<file path="src/design/prai_regs.svh">
// constants for the pll reset and alarm pin block
`ifndef PRAI_REGS_SVH
`define PRAI_REGS_SVH
`define PRAI_NUM_PLL 4
`define PRAI_ALARM_EN_RST 4'h0
`define PRAI_ALARM_POL_RST 4'hf
`define PRAI_BAD_POL_RST 4'hf
`define PRAI_LOL_EN_RST 4'h0
`define PRAI_LOL_POL_RST 4'hf
`endif

</file>
<file path="src/design/prai_pkg.sv">
// types for the pll reset and alarm pin block
package prai_pkg;
    // per-pll pin configuration
    typedef struct packed {
        logic alarm_out_enable;
        logic alarm_out_polarity;
        logic bad_input_polarity;
        logic lock_loss_pin_enable;
        logic lock_loss_polarity;
    } prai_cfg_t;
    // per-pll pin drive, three signals per pin minus input
    typedef struct packed {
        logic value;
        logic oe;
    } prai_pin_t;
endpackage

</file>
<file path="src/design/prai_top.sv">
// reset, alarm and lock-loss pin logic for four plls
`timescale 1ns/100ps
`default_nettype none
`include "prai_regs.svh"
module prai_top #(
    parameter int NPLL = `PRAI_NUM_PLL
) (
    // clock and resets
    input wire logic clk,
    input wire logic rstn,
    input wire logic ext_reset_n,
    // configuration write, one strobe for all field groups
    input wire logic cfg_we,
    input wire logic [NPLL-1:0] cfg_alarm_en,
    input wire logic [NPLL-1:0] cfg_alarm_pol,
    input wire logic [NPLL-1:0] cfg_bad_pol,
    input wire logic [NPLL-1:0] cfg_lol_en,
    input wire logic [NPLL-1:0] cfg_lol_pol,
    // clock output enable request from datapath
    input wire logic [NPLL-1:0] clk_out_enable_req,
    // monitor status from each pll
    input wire logic [NPLL-1:0] signal_loss_alarm,
    input wire logic [NPLL-1:0] freq_offset_alarm,
    input wire logic [NPLL-1:0] pll_locked,
    // indicator pins and clock output enables
    output logic [NPLL-1:0] alarm_pin_o,
    output logic [NPLL-1:0] alarm_pin_oe,
    output logic [NPLL-1:0] lock_loss_out_o,
    output logic [NPLL-1:0] lock_loss_out_oe,
    output logic [NPLL-1:0] clk_out_oe,
    // status readback
    output logic [NPLL-1:0] lock_loss_status_bit,
    output logic [NPLL-1:0] alarm_status_bit,
    output logic configured
);

    prai_pkg::prai_cfg_t cfg_reg [NPLL];
    logic in_reset;
    logic [NPLL-1:0] alarm_reg;
    logic [NPLL-1:0] unlock_reg;

    // one pll's reset value out of a per-pll default word; words repeat every four plls
    function automatic logic def_bit(input logic [3:0] word, input int idx);
        return word[idx[1:0]];
    endfunction

    // both resets share one meaning: external pin and system reset
    assign in_reset = !rstn || !ext_reset_n;

    // configuration registers, defaults restored on any reset
    always_ff @(posedge clk)
    begin
        for (int i = 0; i < NPLL; i++)
        begin
            if (in_reset)
            begin
                cfg_reg[i].alarm_out_enable <= def_bit(`PRAI_ALARM_EN_RST, i);
                cfg_reg[i].alarm_out_polarity <= def_bit(`PRAI_ALARM_POL_RST, i);
                cfg_reg[i].bad_input_polarity <= def_bit(`PRAI_BAD_POL_RST, i);
                cfg_reg[i].lock_loss_pin_enable <= def_bit(`PRAI_LOL_EN_RST, i);
                cfg_reg[i].lock_loss_polarity <= def_bit(`PRAI_LOL_POL_RST, i);
            end
            else if (cfg_we)
            begin
                cfg_reg[i].alarm_out_enable <= cfg_alarm_en[i];
                cfg_reg[i].alarm_out_polarity <= cfg_alarm_pol[i];
                cfg_reg[i].bad_input_polarity <= cfg_bad_pol[i];
                cfg_reg[i].lock_loss_pin_enable <= cfg_lol_en[i];
                cfg_reg[i].lock_loss_polarity <= cfg_lol_pol[i];
            end
        end
    end

    // set once software has programmed the part; gates clock outputs
    always_ff @(posedge clk)
    begin
        if (in_reset)
            configured <= 1'b0;
        else if (cfg_we)
            configured <= 1'b1;
    end

    // registered monitor status
    always_ff @(posedge clk)
    begin
        if (in_reset)
        begin
            alarm_reg <= '0;
            unlock_reg <= '0;
        end
        else
        begin
            alarm_reg <= signal_loss_alarm | freq_offset_alarm;
            unlock_reg <= ~pll_locked;
        end
    end

    // pin drive, one slice per pll
    always_ff @(posedge clk)
    begin
        for (int i = 0; i < NPLL; i++)
        begin
            if (in_reset)
            begin
                alarm_pin_o[i] <= 1'b0;
                alarm_pin_oe[i] <= 1'b0;
                lock_loss_out_o[i] <= 1'b0;
                lock_loss_out_oe[i] <= 1'b0;
                clk_out_oe[i] <= 1'b0;
                lock_loss_status_bit[i] <= 1'b0;
                alarm_status_bit[i] <= 1'b0;
            end
            else
            begin
                // polarity bit high means active-high pin; both bits combine
                alarm_pin_o[i] <= alarm_reg[i] ^ ~cfg_reg[i].alarm_out_polarity
                                  ^ ~cfg_reg[i].bad_input_polarity;
                alarm_pin_oe[i] <= cfg_reg[i].alarm_out_enable;
                lock_loss_out_o[i] <= unlock_reg[i] ^ ~cfg_reg[i].lock_loss_polarity;
                lock_loss_out_oe[i] <= cfg_reg[i].lock_loss_pin_enable;
                clk_out_oe[i] <= configured && clk_out_enable_req[i];
                lock_loss_status_bit[i] <= unlock_reg[i];
                alarm_status_bit[i] <= alarm_reg[i];
            end
        end
    end

    // clock outputs stay off during reset
    property p_clk_off;
        @(posedge clk) !ext_reset_n |=> clk_out_oe == '0;
    endproperty
    a_clk_off: assert property (p_clk_off) else $error("clock output on in reset");

    property p_cfg_default;
        @(posedge clk) !ext_reset_n |=> (alarm_pin_oe == '0) ##0 (lock_loss_out_oe == '0) [*1];
    endproperty
    a_cfg_default: assert property (p_cfg_default) else $error("pins enabled after reset");

    property p_alarm_oe;
        @(posedge clk) disable iff (in_reset)
            ##1 !in_reset ##0 (cfg_reg[0].alarm_out_enable == 1'b0) |=> !alarm_pin_oe[0];
    endproperty
    a_alarm_oe: assert property (p_alarm_oe) else $error("alarm pin driven while disabled");

    property p_lol_oe;
        @(posedge clk) disable iff (in_reset)
            !cfg_reg[1].lock_loss_pin_enable |=> !lock_loss_out_oe[1];
    endproperty
    a_lol_oe: assert property (p_lol_oe) else $error("lock-loss pin driven while disabled");

    property p_alarm_level;
        @(posedge clk) disable iff (in_reset)
            signal_loss_alarm[0] ##1 (cfg_reg[0].alarm_out_polarity && cfg_reg[0].bad_input_polarity)
            |=> alarm_pin_o[0];
    endproperty
    a_alarm_level: assert property (p_alarm_level) else $error("alarm pin not asserted");

    property p_status;
        @(posedge clk) disable iff (in_reset)
            (!pll_locked[2] [*3]) |=> lock_loss_status_bit[2];
    endproperty
    a_status: assert property (p_status) else $error("status bit misses unlock");

    property p_lol_level;
        @(posedge clk) disable iff (in_reset)
            (pll_locked[3] [*3]) ##0 (cfg_reg[3].lock_loss_polarity [*2]) |=> !lock_loss_out_o[3];
    endproperty
    a_lol_level: assert property (p_lol_level) else $error("lock-loss pin wrong when locked");

    property p_lol_invert;
        @(posedge clk) disable iff (in_reset)
            (pll_locked[3] [*3]) ##0 (!cfg_reg[3].lock_loss_polarity [*2]) |=> lock_loss_out_o[3];
    endproperty
    a_lol_invert: assert property (p_lol_invert) else $error("lock-loss polarity ignored");

    property p_unconfigured;
        @(posedge clk) disable iff (in_reset)
            !configured |=> clk_out_oe == '0;
    endproperty
    a_unconfigured: assert property (p_unconfigured) else $error("clock before configuration");

    // any reset clears the status bits and the configured flag
    property p_rst_state;
        @(posedge clk) in_reset |=> !configured && alarm_status_bit == '0 && lock_loss_status_bit == '0;
    endproperty
    a_rst_state: assert property (p_rst_state) else $error("state not cleared by reset");

    // defaults come back even when a write meets the reset edge
    property p_cfg_reset;
        @(posedge clk) in_reset |=> cfg_reg[2].alarm_out_polarity == def_bit(`PRAI_ALARM_POL_RST, 2)
            && cfg_reg[2].lock_loss_pin_enable == def_bit(`PRAI_LOL_EN_RST, 2);
    endproperty
    a_cfg_reset: assert property (p_cfg_reset) else $error("configuration not at default after reset");

    // an enabled alarm pin is driven one edge later
    property p_alarm_drive;
        @(posedge clk) disable iff (in_reset)
            cfg_reg[2].alarm_out_enable |=> alarm_pin_oe[2];
    endproperty
    a_alarm_drive: assert property (p_alarm_drive) else $error("enabled alarm pin released");

    // low alarm polarity on its own flips the pin
    property p_alarm_invert;
        @(posedge clk) disable iff (in_reset)
            signal_loss_alarm[3] ##1 (!cfg_reg[3].alarm_out_polarity && cfg_reg[3].bad_input_polarity)
            |=> !alarm_pin_o[3];
    endproperty
    a_alarm_invert: assert property (p_alarm_invert) else $error("alarm polarity ignored");

    // status follows the monitors two edges later, in both directions
    property p_alarm_status;
        @(posedge clk) disable iff (in_reset)
            (signal_loss_alarm[1] || freq_offset_alarm[1]) |=> ##1 alarm_status_bit[1];
    endproperty
    a_alarm_status: assert property (p_alarm_status) else $error("alarm status misses alarm");

    property p_alarm_clear;
        @(posedge clk) disable iff (in_reset)
            (!signal_loss_alarm[1] && !freq_offset_alarm[1]) |=> ##1 !alarm_status_bit[1];
    endproperty
    a_alarm_clear: assert property (p_alarm_clear) else $error("alarm status set with clean input");

    // an enabled lock-loss pin is driven one edge later
    property p_lol_drive;
        @(posedge clk) disable iff (in_reset)
            cfg_reg[0].lock_loss_pin_enable |=> lock_loss_out_oe[0];
    endproperty
    a_lol_drive: assert property (p_lol_drive) else $error("enabled lock-loss pin released");

endmodule
`default_nettype wire

</file>
<file path="config.mk">
export PLATFORM = sky130hd
export DESIGN_NAME = prai_top
export DESIGN_NICKNAME = d
export VERILOG_FILES = /design/src/design/prai_pkg.sv /design/src/design/prai_top.sv
export VERILOG_INCLUDE_DIRS = /design/src /design/src/design
export SDC_FILE = /design/constraint.sdc
export NUM_CORES = 1
export LEC_CHECK = 0
export BUFFER_PORTS_ARGS = -buffer_cell sky130_fd_sc_hd__buf_2
export CAP_MARGIN = 40
export CORE_MARGIN = 2
export CORE_UTILIZATION = 35
export CTS_CLUSTER_DIAMETER = 100
export CTS_CLUSTER_SIZE = 10
export DETAILED_ROUTE_END_ITERATION = 7
export PLACE_DENSITY = 0.62
export SLEW_MARGIN = 20
export SYNTH_ARGS = -nofsm -noshare
export SYNTH_HDL_FRONTEND = slang
export SYNTH_SLANG_ARGS = --single-unit
export TNS_END_PERCENT = 100
</file>
<file path="constraint.sdc">
create_clock -name clk -period 3.7 [get_ports clk]
set_input_delay 0.925 -clock clk [delete_from_list [all_inputs] [get_ports clk]]
set_output_delay 0.925 -clock clk [all_outputs]
set_load 0.01 [all_outputs]
</file>
==> flow_summary.yaml <==
drt:
  first_pass_iters: 4
  initialDrtViolationCount: 27
  top_layer: "met4"
  route.met3.wl_um: 259
  drt-met1-wl_mm: 1.37
  wl_mm: 3.39
  wl_per_cell_um: 11.9
  drc_errors: 0
  num_vias: 1219
  ant_nets: 0
  dr_wl_met2_mm: 1.69
  viasPerCell: 4.26
synth:
  ys_ff_latch: 57
  syn_area_mm2: 0.00190
  synth_xor_xnor_area_share_pct: 6.59
  ys_warn_count: 0
  synth_compound_gate_area_share_pct: 0
  synth_nets: 179
  synth-adder-area-share_pct: 0
  ys_seq_area_share_pct: 70.7
  synth_simple_gate_area_share_pct: 19.7
  synth_top_family_by_area: "simple AND/OR/NAND/NOR gates"
  ys_types: 17
  syn_avg_cell_area_um2: 13.7
  synthCells: 139
  synth.area.mux_share_pct: 0
clock_network:
  clkSlewWorstSetupHoldPaths_ns: 0.06
  clock_path_buffers: 2
  cts.repair.resized: 0
  clock-sinks: 57
  h-tree-depth: 3
  holdBufCountCts: 0
  post_cts_buffers: 0
  root_buffer: "clkbuf_8"
  cts_tree: "yes"
  cts-buffers-inserted: 9
  clkLatencyLatePin_ns: 0.32
critical_path:
  cpPeakStageDelay_ns: 0.27
  crit_type: "primary input to flip-flop"
  startpoint_type: "primary input"
  endpoint_kind: "flip-flop"
  rr_worst_depth: 2
  arrival_ns: 1.98
  critPathMaxFanout: 19
  crit_chain: "buf_2, and2_4, nand2b_1, buf_6"
  crit_slowest_cell: "buf_2"
  rrSetupSlack_ns: 2.75
  required_ns: 3.78
  r2r_start: "alarm_reg[3]"
  r2r_end: "alarm_pin_o[3]"
die:
  start_util_pct: 36.7
  die_h_um: 77.6
  die_x_um: 77.6
  coreArea_mm2: 0.00517
  io_pins: 69
  dieArea_mm2: 0.00603
  row_count: 26
worst_hold_path:
  hold_start: "cfg_reg[0][1]"
  holdPathEnd: "lock_loss_out_oe[0]"
  hold_class: "flip-flop to flip-flop"
  worstHoldPathCells: 1
global_route:
  overflow: 0
  grt_pass1_vias: 1192
  grt.total_usage_pct: 12.1
  antenna_found_initial: 0
  grt_first_pass_wirelength_mm: 5.29
  grt_max_degree: 20
finish:
  antenna-diode-count: 0
  largest_reg_flops: 20
  drive_gt1_share_pct: 44.4
  final_cell_count_no_fill: 286
  layout.nets: 251
  fin_util_pct: 47.4
  area_growth_pct: 29.3
sta:
  timing.slew.headroom_pct: 71.8
  worst_pin_slew_ns: 0.423
  finalSetupViolCount: 0
  finalCritPeriodShare_pct: 51.3
  hold_violations: 0
  rsz0062_at_grt: "false"
  finalWorstSetupSlack_ns: 1.80
  drv_slew: 0
  timing.final.crit_period_ns: 1.90
  finalSetupTns_ns: 0
  fin_skew_ns: 0.00431
  fmax_mhz: 526
outcome:
  status: "completed"
placement:
  placedCellCount: 270
  dp_hpwl_mm: 2.42
  io_buffer_count: 68
  place_congestion: 0.702
  dp_slack_ns: 1.46
power:
  powerDensity_mw_per_mm2: 514
  leakagePower_uw: 0.00123
  ir_drop_mv: 0.232
flow_run:
  maxCapViolCount: 0
==> synth_stat cells (all sizes together) <==
| library cell | number | area share, % |
|---|---|---|
| and2 | 1 | 0.46 |
| and3 | 28 | 9.8 |
| buf | 5 | 2.4 |
| clkbuf | 3 | 0.59 |
| dfxtp | 37 | 39 |
| edfxtp | 20 | 32 |
| nand2 | 1 | 0.33 |
| nand2b | 1 | 0.33 |
| nand3 | 1 | 0.53 |
| nor2 | 22 | 4.4 |
| or2 | 12 | 4.0 |
| xnor3 | 4 | 4.7 |
| xor2 | 4 | 1.8 |
==> worst max-delay path: cells and delay by family <==
family | cells | cell delay (ns)
AND/OR/NAND/NOR | 2 | 0.53
buffers and inverters | 2 | 0.53
==> per-layer routing <==
layer,vias to the layer above,global-route usage [%]
met3,6,6.51
met1,563,12.5
li1,613,-
met4,0,6.96
met5,-,0
met2,37,19.4
==> placed cells by master (no fill, tap or decap), types with 2 or more instances in the layout <==
cell	count
buf_2	68
dfxtp_1	37
nor2_1	22
and3_1	20
edfxtp_1	20
clkbuf_8	11
or2_1	10
and3_2	8
xor2_1	4
xnor3_1	4
clkinv_2	3
or2_2	2
clkbuf_1	2
==> report_power, final <==
group / total [uW] / internal, uW / switching, uW
Sequential: 684 / 675 / 9.05
Combinational: 80.0 / 43.2 / 36.8
Clock: 496 / 276 / 220
Total: 1260 / 995 / 266
==> area by class of cell <==
| cell class | count | area (um^2) |
|---|---|---|
| Tap cell | 70 | 87.6 |
| Clock inverter | 3 | 15.0 |
| Multi-Input combinational cell | 74 | 499 |
| Timing Repair Buffer | 69 | 352 |
| Fill cell | 486 | 2720 |
| Clock buffer | 13 | 159 |
| Sequential cell | 57 | 1340 |
==> worst max path at each step <==
stage,startpoint,end,slack (ns),cells past startpoint
floorplan,rstn,cfg_reg[0][0],1.62,3
global placement,ext_reset_n,cfg_reg[2][0],1.30,3
detailed placement,rstn,cfg_reg[2][0],1.46,4
CTS,rstn,cfg_reg[1][1],1.81,4
global route,rstn,cfg_reg[3][4],1.73,4
finish,rstn,cfg_reg[2][0],1.80,4
==> cells by family (layout without fill, tap and decap cells) <==
logic type | after synthesis | count (layout)
DFF | 57 | 57
and+or+nand+nor | 66 | 66
buffers and inverters | 8 | 85
xor gates and xnor gates | 8 | 8
==> per-stage QoR <==
stage	cell area [um^2]	hold slack [ns]	power, uW
after floorplan	1900	0.458	744
after global placement	2270	0.476	777
after detailed placement	2280	0.472	779
after CTS	2450	0.480	1280
after global routing	2450	0.501	1320
final	2450	0.482	1260
Note: power is estimated with default switching activity, not from simulation.
